`src/smc_map.vh`:
```
// constants for the static memory read and byte lane block
// Operation
// RULE1: drive 26 address lines, 64 Mbyte per select
// RULE2: significant address bits follow selected bus width
// RULE3: each select has own 8/16/32 width
// RULE4: 16/32-bit selects pick byte-write or byte-select
// RULE5: byte-write: one write strobe per lane
// RULE6: no boot from byte-write select
// RULE7: byte-select: one lane select per byte
// RULE8: shared pins translate by width and access type
// RULE9: unused address bits and strobes stay idle
// RULE10: lane selects time like address bus
// RULE11: read starts with width-appropriate address
// RULE12: read strobe setup, pulse, then hold
// RULE13: chip select has own read timing
// RULE14: hold derived as cycle minus setup minus pulse
// RULE15: timings in clock cycles, per select
// RULE16: zero setup/hold keeps strobes low back-to-back
// RULE17: software programs every pulse at least one
// RULE18: read-control bit picks capturing signal
// RULE19: mode 1 captures at read strobe rise
// RULE20: mode 0 captures at chip select rise
// RULE21: software hands pins to memory function first
// RULE22: six active-low chip selects, 0 to 5
// RULE23: decode address to select, apply its settings
`ifndef SMC_MAP_VH
`define SMC_MAP_VH
`define SMC_NUM_SEL    6
`define SMC_ADDR_W     26
`define SMC_SEL_LSB    26
`define SMC_SEL_W      3
`define SMC_TIME_W     10
`define SMC_WIDTH_8    2'h0
`define SMC_WIDTH_16   2'h1
`define SMC_WIDTH_32   2'h2
`define SMC_SIZE_BYTE  2'h0
`define SMC_SIZE_HALF  2'h1
`define SMC_SIZE_WORD  2'h2
`define SMC_BAT_SELECT 1'b0
`define SMC_BAT_WRITE  1'b1
`endif

```
`src/static_memory_read.v`:
```
// static memory read cycle engine with byte lane pin multiplexing
`timescale 1ns/1ps
`include "smc_map.vh"

module static_memory_read #(
    parameter NSEL = `SMC_NUM_SEL,
    parameter TW   = `SMC_TIME_W
) (
    // clock and reset
    input  wire                 clk,
    input  wire                 sys_rst,
    // per select configuration, select i in slice i
    input  wire [2*NSEL-1:0]    bus_width_field,
    input  wire [NSEL-1:0]      byte_access_type,
    input  wire [NSEL-1:0]      read_mode,
    input  wire [TW*NSEL-1:0]   read_strobe_setup,
    input  wire [TW*NSEL-1:0]   read_strobe_pulse,
    input  wire [TW*NSEL-1:0]   select_read_setup,
    input  wire [TW*NSEL-1:0]   select_read_pulse,
    input  wire [TW*NSEL-1:0]   read_cycle_length,
    input  wire                 boot_from_select0,
    // read request side
    input  wire                 req_valid,
    input  wire [31:0]          req_addr,
    input  wire [1:0]           req_size,
    output reg                  req_ready,
    output reg  [31:0]          read_data,
    output reg                  read_valid,
    output reg                  read_error,
    // memory side
    output reg  [NSEL-1:0]      chip_select_n,
    output reg                  read_strobe_n,
    output reg  [25:2]          mem_addr,
    output reg                  a0_lane0_select_n,
    output reg                  write_strobe_n,
    output reg                  lane1_strobe_n,
    output reg                  a1_lane2_strobe_n,
    output reg                  lane3_strobe_n,
    input  wire [31:0]          mem_data_in
);

    localparam ST_IDLE = 1'b0;
    localparam ST_READ = 1'b1;

    // strobe low while count lies in [setup, setup+pulse)
    function in_window;
        input [TW-1:0] c;
        input [TW-1:0] s;
        input [TW-1:0] p;
        reg   [TW:0]   e;
        begin
            e = {1'b0, s} + {1'b0, p};
            in_window = (c >= s) && ({1'b0, c} < e);
        end
    endfunction

    // reserved width code behaves as 32-bit
    function [1:0] width_of;
        input [1:0] w;
        begin
            if (w == `SMC_WIDTH_8 || w == `SMC_WIDTH_16) begin
                width_of = w;
            end else begin
                width_of = `SMC_WIDTH_32;
            end
        end
    endfunction

    // active-high lanes touched by a read of given size
    function [3:0] lane_mask;
        input [1:0] size;
        input [1:0] a;
        input [1:0] w;
        begin
            if (size == `SMC_SIZE_BYTE) begin
                lane_mask = 4'h1 << a;
            end else if (size == `SMC_SIZE_HALF) begin
                lane_mask = a[1] ? 4'hC : 4'h3;
            end else begin
                lane_mask = 4'hF;
            end
            if (width_of(w) == `SMC_WIDTH_16) begin
                lane_mask = {2'h0, lane_mask[3:2] | lane_mask[1:0]};
            end
        end
    endfunction

    reg            state_reg;
    reg  [TW-1:0]  cnt_reg;
    reg  [2:0]     sel_reg;
    reg  [1:0]     width_reg;
    reg            mode_reg;
    reg  [TW-1:0]  rs_reg;
    reg  [TW-1:0]  rp_reg;
    reg  [TW-1:0]  cs_reg;
    reg  [TW-1:0]  cp_reg;
    reg  [TW-1:0]  cyc_reg;

    reg            state_next;
    reg  [TW-1:0]  cnt_next;
    reg  [2:0]     sel_next;
    reg            mode_next;
    reg  [TW-1:0]  rs_next;
    reg  [TW-1:0]  rp_next;
    reg  [TW-1:0]  cs_next;
    reg  [TW-1:0]  cp_next;
    reg  [TW-1:0]  cyc_next;
    reg            take;
    reg            take_ok;
    reg            last;
    reg            capture;
    reg  [TW:0]    cap_at;

    wire [2:0]     req_sel;
    wire [1:0]     req_w;
    wire           req_bat;
    wire [3:0]     req_lanes;

    // address bits above the offset choose the select
    assign req_sel = req_addr[`SMC_SEL_LSB +: `SMC_SEL_W]; // RULE23
    assign req_w   = width_of(bus_width_field[2*req_sel[2:0] +: 2]); // RULE3

    // byte-write cannot serve as boot select, forced to byte-select
    assign req_bat = (boot_from_select0 && req_sel == 3'h0) ? // RULE6
                     `SMC_BAT_SELECT : byte_access_type[req_sel]; // RULE4
    assign req_lanes = lane_mask(req_size, req_addr[1:0], req_w);

    always @* begin
        state_next = state_reg;
        cnt_next   = cnt_reg;
        sel_next   = sel_reg;
        mode_next  = mode_reg;
        rs_next    = rs_reg;
        rp_next    = rp_reg;
        cs_next    = cs_reg;
        cp_next    = cp_reg;
        cyc_next   = cyc_reg;
        // cycle of zero counts as one, so the engine never stalls
        last = ({1'b0, cnt_reg} + {{TW{1'b0}}, 1'b1}) >= {1'b0, cyc_reg};
        take = req_valid && (state_reg == ST_IDLE || last);
        take_ok = take && (req_sel < NSEL); // RULE22
        // capture edge is the one that raises the governing strobe
        if (mode_reg) begin
            cap_at = {1'b0, rs_reg} + {1'b0, rp_reg}; // RULE19
        end else begin
            cap_at = {1'b0, cs_reg} + {1'b0, cp_reg}; // RULE20
        end
        capture = (state_reg == ST_READ) && // RULE18
                  ({1'b0, cnt_reg} + {{TW{1'b0}}, 1'b1} == cap_at);
        if (take_ok) begin
            // per select timings loaded for this cycle
            state_next = ST_READ;
            cnt_next   = {TW{1'b0}};
            sel_next   = req_sel;
            mode_next  = read_mode[req_sel];
            rs_next    = read_strobe_setup[TW*req_sel +: TW]; // RULE15
            rp_next    = read_strobe_pulse[TW*req_sel +: TW];
            cs_next    = select_read_setup[TW*req_sel +: TW]; // RULE13
            cp_next    = select_read_pulse[TW*req_sel +: TW];
            cyc_next   = read_cycle_length[TW*req_sel +: TW]; // RULE14
        end else if (state_reg == ST_READ && !last) begin
            cnt_next = cnt_reg + {{(TW-1){1'b0}}, 1'b1};
        end else if (state_reg == ST_READ) begin
            state_next = ST_IDLE;
        end
    end

    always @(posedge clk) begin
        if (sys_rst) begin
            state_reg <= ST_IDLE;
            cnt_reg   <= {TW{1'b0}};
            sel_reg   <= 3'h0;
            width_reg <= `SMC_WIDTH_8;
            mode_reg  <= 1'b1;
            rs_reg    <= {TW{1'b0}};
            rp_reg    <= {TW{1'b0}};
            cs_reg    <= {TW{1'b0}};
            cp_reg    <= {TW{1'b0}};
            cyc_reg   <= {TW{1'b0}};
        end else begin
            state_reg <= state_next;
            cnt_reg   <= cnt_next;
            sel_reg   <= sel_next;
            mode_reg  <= mode_next;
            rs_reg    <= rs_next;
            rp_reg    <= rp_next;
            cs_reg    <= cs_next;
            cp_reg    <= cp_next;
            cyc_reg   <= cyc_next;
            if (take_ok) begin
                width_reg <= req_w;
            end
        end
    end

    // strobes come straight from flops; with zero setup and hold a
    // following read re-enters the window and the pin never rises
    genvar gi;
    generate
        for (gi = 0; gi < NSEL; gi = gi + 1) begin : g_cs
            always @(posedge clk) begin
                if (sys_rst) begin
                    chip_select_n[gi] <= 1'b1;
                end else begin
                    chip_select_n[gi] <= !(state_next == ST_READ && // RULE16
                        sel_next == gi && // RULE13
                        in_window(cnt_next, cs_next, cp_next));
                end
            end
        end
    endgenerate

    always @(posedge clk) begin
        if (sys_rst) begin
            read_strobe_n <= 1'b1;
        end else begin
            read_strobe_n <= !(state_next == ST_READ && // RULE12
                in_window(cnt_next, rs_next, rp_next)); // RULE16
        end
    end

    // address and lane pins change only when a cycle starts, so lane
    // selects share the address timing exactly
    always @(posedge clk) begin
        if (sys_rst) begin
            mem_addr          <= 24'h000000;
            a0_lane0_select_n <= 1'b1;
            write_strobe_n    <= 1'b1;
            lane1_strobe_n    <= 1'b1;
            a1_lane2_strobe_n <= 1'b1;
            lane3_strobe_n    <= 1'b1;
        end else if (take_ok) begin // RULE10
            mem_addr       <= req_addr[25:2]; // RULE1
            // reads never pulse write strobes, shared or per lane
            write_strobe_n <= 1'b1; // RULE5
            lane3_strobe_n <= 1'b1;
            if (req_w == `SMC_WIDTH_8) begin
                a0_lane0_select_n <= req_addr[0]; // RULE11
                lane1_strobe_n    <= 1'b1; // RULE9
                a1_lane2_strobe_n <= req_addr[1]; // RULE2
            end else if (req_w == `SMC_WIDTH_16) begin
                a1_lane2_strobe_n <= req_addr[1]; // RULE8
                if (req_bat == `SMC_BAT_SELECT) begin
                    a0_lane0_select_n <= !req_lanes[0]; // RULE7
                    lane1_strobe_n    <= !req_lanes[1];
                end else begin
                    a0_lane0_select_n <= 1'b1; // RULE9
                    lane1_strobe_n    <= 1'b1;
                end
            end else if (req_bat == `SMC_BAT_SELECT) begin
                a0_lane0_select_n <= !req_lanes[0]; // RULE8
                lane1_strobe_n    <= !req_lanes[1];
                a1_lane2_strobe_n <= !req_lanes[2];
                lane3_strobe_n    <= !req_lanes[3];
            end else begin
                a0_lane0_select_n <= 1'b1; // RULE9
                lane1_strobe_n    <= 1'b1;
                a1_lane2_strobe_n <= 1'b1;
            end
        end
    end

    // request and answer side
    always @(posedge clk) begin
        if (sys_rst) begin
            req_ready  <= 1'b0;
            read_valid <= 1'b0;
            read_error <= 1'b0;
            read_data  <= 32'h00000000;
        end else begin
            req_ready  <= take;
            read_error <= take && !take_ok;
            read_valid <= capture || (take && !take_ok);
            if (capture) begin
                // narrow buses return their lanes zero-extended
                if (width_reg == `SMC_WIDTH_8) begin
                    read_data <= {24'h000000, mem_data_in[7:0]};
                end else if (width_reg == `SMC_WIDTH_16) begin
                    read_data <= {16'h0000, mem_data_in[15:0]};
                end else begin
                    read_data <= mem_data_in;
                end
            end else if (take && !take_ok) begin
                read_data <= 32'h00000000;
            end
        end
    end

endmodule // static_memory_read

```
`config.mk`:
```
export PLATFORM = sky130hd
export DESIGN_NAME = static_memory_read
export DESIGN_NICKNAME = d
export VERILOG_FILES = /design/src/static_memory_read.v
export VERILOG_INCLUDE_DIRS = /design/src
export SDC_FILE = /design/constraint.sdc
export NUM_CORES = 1
export LEC_CHECK = 0
export BUFFER_PORTS_ARGS = -buffer_cell sky130_fd_sc_hd__buf_2
export CAP_MARGIN = 20
export CORE_UTILIZATION = 30
export DETAILED_ROUTE_END_ITERATION = 10
export PLACE_DENSITY_LB_ADDON = 0.08
export SLEW_MARGIN = 20
export SYNTH_ARGS = -nofsm -noshare
export SYNTH_HDL_FRONTEND = slang
export SYNTH_SLANG_ARGS = --single-unit
```
`constraint.sdc`:
```
create_clock -name clk -period 6.25 [get_ports clk]
set_input_delay 1.25 -clock clk [delete_from_list [all_inputs] [get_ports clk]]
set_output_delay 1.25 -clock clk [all_outputs]
set_load 0.05 [all_outputs]
```
==> results of run 1 <==
[per-stage QoR]
step           TNS [ns]  cell area [µm²]
4_1_cts               0            15400
3_3_place_gp          0            14800
3_5_place_dp          0            14800
2_1_floorplan         0            11600
6_report              0            15500
5_1_grt         -0.0260            15500
[kinds of logic after synthesis]
group,count (synthesis)
AO/OA/AOI/OAI,315
XOR/XNOR,70
adder cells (fa/ha/maj),86
buffers and inverters,122
flip-flops,137
multiplexers,161
other,1
AND/OR/NAND/NOR,497
[placed cells by master, fill, tap and decap left out, types with 39 or more instances in the layout]
cell     synthesis  layout
a21oi_1        128     125
buf_2           26     458
buf_4            6      82
dfxtp_1        137     134
ha_1            83      83
mux2i_1        114     114
mux4_2          44      44
nand2_1        169     169
nor2_1         151     150
nor2b_1         41      39
o21ai_0         46      44
[Yosys cell counts (32+ instances only)]
| library cell | n |
|---|---|
| o21ai_0 | 46 |
| inv_1 | 36 |
| xnor2_1 | 32 |
| ha_1 | 83 |
| dfxtp_1 | 137 |
| nor2b_1 | 41 |
| clkbuf_1 | 38 |
| nand2_1 | 169 |
| nor2_1 | 151 |
| xor2_1 | 35 |
| mux2i_1 | 114 |
| a21oi_1 | 128 |
| mux4_2 | 44 |
[area by class of cell]
class / count / share of cell area (%)
sequential: 137 / 17.7
timing repair buffer: 545 / 19.3
multi-input combinational: 1131 / 54.2
antenna: 2 / 0.0323
clock inverter: 15 / 0.986
inverter: 37 / 0.897
tap: 511 / 4.13
clock buffer: 17 / 2.75
[how the worst max path moves through the flow]
stage	from	end	slack (ns)	cells after the start
3_3_place_gp	cnt_reg[0]	chip_select_n[0]	0.08	28
6_report	cnt_reg[0]	read_strobe_n	0.35	31
5_1_grt	cnt_reg[0]	chip_select_n[0]	-0.03	30
3_5_place_dp	cnt_reg[0]	chip_select_n[0]	0.06	28
4_1_cts	cnt_reg[0]	chip_select_n[0]	0.10	28
2_1_floorplan	cnt_reg[0]	chip_select_n[0]	0.21	33
[worst max-delay path: cells and delay by family (launching register included)]
kind | cells | cell delay (ns)
buffers and inverters | 4 | 0.59
AOI/OAI and AO/OA | 15 | 2.38
and+or+nand+nor | 6 | 0.97
DFF | 1 | 0.35
adders and majority gates | 4 | 1.12
xor gates and xnor gates | 2 | 0.38
[power by group through the flow]
| stage | sequential (mW) | clock, mW | combinational (mW) |
|---|---|---|---|
| after floorplan | 1.09 | 0 | 1.13 |
| after global placement | 1.04 | 0 | 1.79 |
| after detailed placement | 1.04 | 0 | 1.81 |
| after CTS | 1.02 | 1.05 | 1.82 |
| after global routing | 1.03 | 1.08 | 2.06 |
| final | 1.02 | 1.01 | 1.85 |
[what timing repair did]
action | CTS | global route
gates resized for setup | 1 | 20
gates cloned | 0 | 1
buffers inserted | 0 | 3
setup endpoints to repair | 1 | 7
pin swaps | 0 | 1
hold buffers | 0 | 0
endpoints found under the hold margin | 0 | 0
[layer usage]
layer  vias to the layer above  share of wire [%]
met1                      5635                 45
li1                       5977                  -
met3                        52                5.3
met2                       350                 48
met5                         -              0.036
met4                         2                2.1
==> impl_metrics.tcl, run 1 <==
set metrics [dict create \
    drtIter0Drc 551 \
    clockBufferDepth 2 \
    cts_made_buffers 17 \
    synthAdderAreaFrac_pct 9.39 \
    maxCapViolCount 0 \
    core-area_um2 37800 \
    ios 465 \
    drive_above_1_share_pct 35.7 \
    top_regs "read_data: 32 flops, mem_addr: 24 flops" \
    vdd_drop_max_v 0.000158 \
    fillCellCount 3993 \
    reg2reg_from "cnt_reg[0]" \
    grt_overflow 0 \
    clock_power_share_pct 26.1 \
    ys_seq_area_share_pct 23.6 \
    port_buffers 460 \
    worstPathMaxFanout 7 \
    synth_xor_area_share_pct 5.48 \
    grt_use_met1_pct 28.2 \
    worstHoldPathCells 2 \
    synth_top_family_by_area "simple AND/OR/NAND/NOR gates" \
    drc 0 \
    gr-usage-met2_pct 37.9 \
    viasPerCell 5.02 \
    p_sw_mw 1.60 \
    r2r-end "read_strobe_n" \
    start_util_pct 30.6 \
    cts.sinks 137 \
    grtUsageMet3_pct 4.14 \
    vias 12016 \
    syn_avg_cell_area_um2 8.35 \
    fin_crit_sh_pct 94.4 \
    layout.nets 2348 \
    async_flop_share_pct 0 \
    hp-start "mem_addr[12]" \
    hp-class "reg -> reg" \
    cp.arrival_ns 6.20 \
    stdcell_count 2395 \
    cts_root_buf "clkbuf_16" \
    maxSlewViolCount 0 \
    p_leak_nw 7.47 \
    ys_types 91 \
    synth-compound-area-share_pct 17.4 \
    synthFlopType "dfxtp_1" \
    netlist_top_cells_area "dfxtp_1, mux2i_1, ha_1" \
    reg2reg_setup_slack_ns 0.35 \
    setup_ws_ns 0.347 \
    synthCells 1389 \
    total_power_mw 3.89 \
    setup.worst_path.start_class "flop" \
    fmax_ghz 0.169 \
    dpl.cell_count 2357 \
    yosys.area.top_type "dfxtp_1" \
    cts_tree "done" \
    gp_congestion 0.943 \
    outcome "complete, no violations" \
    synth_top_area_share_pct 23.6 \
    grt_max_degree 76 \
    syn_area_um2 11600 \
    grt_usage_pct 22.1 \
    grt_pass1_vias 11844 \
    crit_path_frequent_cell "ha_1" \
    seqCellArea_um2 2750 \
    largest_register_ffs 32 \
    synthSimpleGateAreaFrac_pct 20.6 \
    skew_ns 0.0100 \
    final_core_util_pct 40.9 \
    synth-edff-count 0 \
    areaGrowthSynthToFinish_pct 33.5 \
    grt_pass1_wl_um 66500 \
    power.density_nw_per_um2 251 \
    hold_end "mem_addr[12]" \
    worst_slew_pin_slew_ns 0.895 \
    slew_headroom_pct 40.3 \
    crit_type "reg -> reg" \
    die_h_um 199 \
    reg2reg_depth 31 \
    ant_nets 0 \
    period_needed_ns 5.90 \
    rsz0062_at_grt "yes" \
    p_int_mw 2.29 \
    pwr-share-comb_pct 47.7 \
    ys_warn_count 0 \
    synth_mux_area_share_pct 18.7 \
    p_sw_share_pct 41.2 \
    antenna_found_initial 4 \
    clk_latency_ns 0.43 \
    endpoint_kind "flop" \
    die-area_um2 39500 \
    registers.top_by_ff_count "read_data" \
    wl_um 44200 \
    fin_hold_ws_ns 0.446 \
    rows 71 \
    place_ws_ns 0.0619 \
    ys_ff_latch 137 \
    post-dp-hpwl_um 35900 \
    hold_viol_final 0 \
    syn_nets 1868 \
    top_usage_layer "met2" \
    clkTransAtPathRegs_ns 0.07 \
    wl_per_cell_um 18.5 \
    crit_path_max_incr_delay_ns 0.35 \
    power_frac_seq_pct 26.3 \
    cts-htree-levels 4 \
    multi_input_area_um2 8390 \
    slowest_stage "dfxtp_2" \
    setup_viol 0 \
    crit_required_ns 6.55 \
    drtPass1Iterations 5 \
    die_w_um 199 \
]
Power figures use the tool's default switching activity.
==> inputs of run 2 (changes only) <==
--- a/config.mk
+++ b/config.mk
@@ -6,10 +6,11 @@
 export SDC_FILE = /design/constraint.sdc
 export NUM_CORES = 1
 export LEC_CHECK = 0
-export BUFFER_PORTS_ARGS = -buffer_cell sky130_fd_sc_hd__buf_2
 export CAP_MARGIN = 20
+export CORE_ASPECT_RATIO = 1.25
 export CORE_UTILIZATION = 30
 export DETAILED_ROUTE_END_ITERATION = 10
+export DONT_BUFFER_PORTS = 1
 export PLACE_DENSITY_LB_ADDON = 0.08
 export SLEW_MARGIN = 20
 export SYNTH_ARGS = -nofsm -noshare
==> constraint.sdc (replaced) <==
create_clock -name clk -period 7 [get_ports clk]
set_input_delay 1.4 -clock clk [delete_from_list [all_inputs] [get_ports clk]]
set_output_delay 1.4 -clock clk [all_outputs]
set_load 0.05 [all_outputs]
==> run 2 against run 1 <==
Setup slack better by 0.26 ns. Core utilization down 7.7 points. Critical path depth down 2. Wire length down 15%. Die area about the same. First-iteration DRC count down 29%. Critical path type unchanged.
==> impl_metrics.tcl, run 2 (synthesized netlist as in run 1, its figures left out) <==
set metrics [dict create \
    outcome "complete, no violations" \
    crit_path_max_incr_delay_ns 0.52 \
    drive_above_1_share_pct 10.7 \
    cts-hold-fix-buffers 0 \
    rows 80 \
    cp.arrival_ns 6.73 \
    maxSlewViolCount 0 \
    fin_crit_sh_pct 91.3 \
    die-area_um2 39500 \
    crit_type "reg -> reg" \
    largest_register_ffs 32 \
    grt_max_degree 134 \
    drtPass1Iterations 5 \
    drc 0 \
    worst_slew_pin_slew_ns 0.836 \
    setup_viol 0 \
    core-area_um2 38100 \
    clk_latency_ns 0.45 \
    top_regs "read_data: 32 flops, mem_addr: 24 flops" \
    die_w_um 178 \
    slew_headroom_pct 44.3 \
    die_h_um 222 \
    ios 465 \
    crit_required_ns 7.34 \
    cts.sinks 137 \
    clkTransAtPathRegs_ns 0.07 \
    power.density_nw_per_um2 256 \
    setup.worst_path.start_class "flop" \
    clockBufferDepth 2 \
    layout.nets 1838 \
    hold_viol_final 0 \
    endpoint_kind "flop" \
    areaGrowthSynthToFinish_pct 9.37 \
    cts_made_buffers 17 \
    cts-htree-levels 4 \
    wl_um 37800 \
    drtIter0Drc 390 \
    dpl.cell_count 1831 \
    period_needed_ns 6.39 \
    setup_ws_ns 0.610 \
    post-dp-hpwl_um 30200 \
    post-route-cell-area_um2 12700 \
    place_ws_ns 0.492 \
    gp_congestion 0.875 \
    layout_common_cells "nand2_1, nor2_1, dfxtp_1" \
    stdcell_count 1865 \
    slowest_stage "dfxtp_1" \
    vdd_drop_max_v 0.000181 \
    port_buffers 0 \
    registers.top_by_ff_count "read_data" \
    vias 9995 \
    cts_root_buf "clkbuf_16" \
    viasPerCell 5.36 \
    crit_path_frequent_cell "ha_1" \
    fin_hold_ws_ns 0.489 \
    grt_overflow 0 \
    antenna_found_initial 1 \
    maxCapViolCount 0 \
    worstPathMaxFanout 12 \
    setup_tns_ns 0 \
    ant_nets 0 \
    total_power_mw 3.25 \
    cts_tree "done" \
    path_buf_inv 4 \
    final_core_util_pct 33.3 \
    rsz0062_at_grt "no" \
    skew_ns 0.0169 \
    dpl_cell_area_um2 12100 \
    grt_usage_pct 19.0 \
    p_leak_nw 5.33 \
    grt_pass1_wl_um 57200 \
    critical_path.top_delay_family "compound AO/OA/AOI/OAI gates" \
    wl_per_cell_um 20.3 \
    grt_pass1_vias 10014 \
    fmax_ghz 0.157 \
    layout_commonest_cell "nand2_1" \
    start_util_pct 30.4 \
    hp-class "reg -> reg" \
]
==> run 2: layout make-up <==
type,instances,area (µm²)
fillers,4060,25500
clock buffers,17,425
flip-flops and latches,137,2740
well taps,492,616
clock inverters,15,181
diodes,1,2.50
repair buffers,36,283
multi-input cells,1130,8300
inverters,37,139
==> run 2: repair_timing <==
item	4_1_cts	5_1_grt
endpoints found under the setup margin	0	1
endpoints found under the hold margin	0	0
buffers inserted	0	1
gates resized for setup	0	1
==> run 2: where the power goes <==
| group | internal (mW) | leakage (nW) | switching [mW] |
|---|---|---|---|
| clock | 0.513 | 0.295 | 0.435 |
| sequential | 0.851 | 1.12 | 0.126 |
| combinational | 0.581 | 3.91 | 0.743 |
==> run 2: path summary, 6_finish.rpt <==
| check | start | cells after the start | to | slack [ns] |
|---|---|---|---|---|
| worst min register to register | width_reg[0] | 2 | width_reg[0] | 0.49 |
| worst max register to register | cnt_reg[4] | 29 | read_strobe_n | 0.61 |
| worst max-delay path | cnt_reg[4] | 29 | read_strobe_n | 0.61 |
| worst min-delay path | width_reg[0] | 2 | width_reg[0] | 0.49 |
==> run 2: metal layers <==
layer	wire length [µm]	GRT usage, %	part of all wire [%]
met5	0	0	0
met4	653	5.76	1.7
met3	1630	2.61	4.3
met2	19800	35.0	53
met1	15700	22.3	41
==> run 2: worst register-to-register path, delay by kind of cell, from the launching register on <==
family          cells  cell delay, ns
simple gates        7            1.35
compound gates     13            2.51
xor+xnor            2            0.40
flops               1            0.52
buf+inv             4            0.59
fa+ha+maj           3            0.94
==> inputs of run 3 (changes only) <==
==> constraint.sdc (replaced) <==
create_clock -name clk -period 8.1 [get_ports clk]
set_input_delay 1.62 -clock clk [delete_from_list [all_inputs] [get_ports clk]]
set_output_delay 1.62 -clock clk [all_outputs]
set_load 0.05 [all_outputs]
==> run 3 against run 2 <==
Core utilization shrank 0.53 points. Global-route usage is 0.20 points lower. Setup slack better by 0.30 ns. Final area shrank 1.6%. Via count decreased by 1.1%. Critical endpoint is now chip_select_n[4]. Largest cell class unchanged. Largest power group unchanged. Highest routed layer unchanged.
==> impl_metrics.tcl, run 3 (synthesized netlist as in run 1, its figures left out) <==
set metrics [dict create \
    grt_pass1_wl_um 56300 \
    drtIter0Drc 417 \
    gp_congestion 0.868 \
    power.density_nw_per_um2 221 \
    clk_latency_ns 0.45 \
    layout_common_cells "nand2_1, nor2_1, dfxtp_1" \
    grt_pass1_vias 9888 \
    die_h_um 222 \
    p_int_mw 1.66 \
    hp-start "width_reg[0]" \
    skew_ns 0.0116 \
    post-dp-hpwl_um 29900 \
    grt_overflow 0 \
    power_frac_seq_pct 30.8 \
    registers.top_by_ff_count "read_data" \
    clockBufferDepth 2 \
    cts_root_buf "clkbuf_16" \
    period_needed_ns 7.18 \
    hold_end "width_reg[0]" \
    start_util_pct 30.4 \
    m1WireLength_um 15700 \
    r2r-end "chip_select_n[4]" \
    reg2reg_depth 30 \
    layout_commonest_cell "nand2_1" \
    path_buf_inv 2 \
    core-area_um2 38100 \
    fin_crit_sh_pct 88.7 \
    rsz0062_at_grt "no" \
    setup_viol 0 \
    endpoint_kind "flop" \
    dpl.cell_count 1809 \
    crit_path_max_incr_delay_ns 0.54 \
    fmax_ghz 0.139 \
    slowest_stage "o22ai_4" \
    vdd_drop_max_v 0.000163 \
    rows 80 \
    layout.nets 1815 \
    cts-htree-levels 4 \
    critical_path.top_delay_family "compound AO/OA/AOI/OAI gates" \
    hp-class "reg -> reg" \
    p_leak_nw 5.20 \
    setup.worst_path.start_class "flop" \
    stdcell_count 1842 \
    pwr-share-comb_pct 39.8 \
    wl_per_cell_um 20.4 \
    reg2reg_setup_slack_ns 0.92 \
    post_cts_resized 0 \
    drc 0 \
    die_w_um 178 \
    top_regs "read_data: 32 flops, mem_addr: 24 flops" \
    worstPathMaxFanout 18 \
    ant_nets 0 \
    p_sw_share_pct 39.7 \
    dr_wl_met3_um 1550 \
    worstHoldPathCells 2 \
    hold_viol_final 0 \
    reg2reg_from "cnt_reg[0]" \
    cts_setup_buffers 0 \
    viasPerCell 5.37 \
    crit_required_ns 8.39 \
    maxSlewViolCount 0 \
    drive_above_1_share_pct 9.19 \
    cts-hold-fix-buffers 0 \
    clock_power_share_pct 29.4 \
    cts_tree "done" \
    p_sw_mw 1.09 \
    grt_usage_pct 18.8 \
    ios 465 \
    crit_type "reg -> reg" \
    die-area_um2 39500 \
    areaGrowthSynthToFinish_pct 7.63 \
    port_buffers 0 \
    wl_um 37500 \
    route.met2.wl_um 19600 \
    slew_headroom_pct 44.5 \
    grt_max_degree 134 \
    worst_slew_pin_slew_ns 0.832 \
    largest_register_ffs 32 \
    vias 9888 \
    antenna_found_initial 1 \
    cts.sinks 137 \
    cp.arrival_ns 7.47 \
    outcome "complete, no violations" \
    drtPass1Iterations 4 \
    cts_made_buffers 17 \
    maxCapViolCount 0 \
    setup_tns_ns 0 \
    dr.max_layer_used "met4" \
    clkTransAtPathRegs_ns 0.06 \
]
run 3: cell types whose count changed in the layout (fill, tap and decap cells not counted), moves of 2 or more:
cell        delta
buf_4         -22
inv_8          -5
inv_6          +3
clkinv_2       +2
clkinv_8       -2
clkinvlp_4     +2
run 3: power by group through the flow:
stage | Clock [mW] | Combinational, mW | Sequential (mW)
finish | 0.810 | 1.10 | 0.848
global route | 0.867 | 1.24 | 0.857
CTS | 0.841 | 1.12 | 0.849
detailed placement | 0 | 1.11 | 0.864
global placement | 0 | 1.11 | 0.863
floorplan | 0 | 0.875 | 0.842
run 3: worst max-delay path by stage:
| stage | start | end | slack [ns] | cells after the start |
|---|---|---|---|---|
| after floorplan | req_addr[26] | chip_select_n[0] | 1.70 | 25 |
| after global placement | cnt_reg[0] | chip_select_n[4] | 0.90 | 30 |
| after detailed placement | cnt_reg[0] | chip_select_n[4] | 0.85 | 30 |
| after CTS | cnt_reg[0] | chip_select_n[4] | 0.82 | 30 |
| after global routing | cnt_reg[0] | read_strobe_n | 0.34 | 27 |
| final | cnt_reg[0] | chip_select_n[4] | 0.92 | 30 |
run 3: area by class of cell:
class	instances	area (µm²)
multi-input cells	1130	8300
well taps	492	616
flip-flops and latches	137	2740
clock inverters	15	165
clock buffers	17	425
fillers	4052	25700
diodes	1	2.50
repair buffers	13	97.6
inverters	37	139
run 3: stage by stage:
step	power, mW	setup slack, ns	hold slack, ns	instance area [µm²]	utilization [%]
3_5_place_dp	1.97	0.852	0.477	11900	31.2
5_1_grt	2.96	0.337	0.525	12500	32.7
6_report	2.75	0.915	0.490	12500	32.7
3_3_place_gp	1.97	0.896	0.477	11900	31.2
4_1_cts	2.81	0.819	0.494	12500	32.7
2_1_floorplan	1.72	1.70	0.455	11600	-
run 3: per-layer routing:
layer,global-route usage [%],up-vias
met2,34.3,312
met5,0,-
met1,22.2,4645
met4,6.34,0
met3,2.47,28
li1,-,4903
run 3: worst register-to-register path: cells and delay by family (launching register included):
kind                       cells  cell delay, ns
AOI/OAI and AO/OA             12            2.62
DFF                            1            0.53
adders and majority gates      4            1.11
xor gates and xnor gates       1            0.36
buffers and inverters          2            0.38
and+or+nand+nor               11            2.06
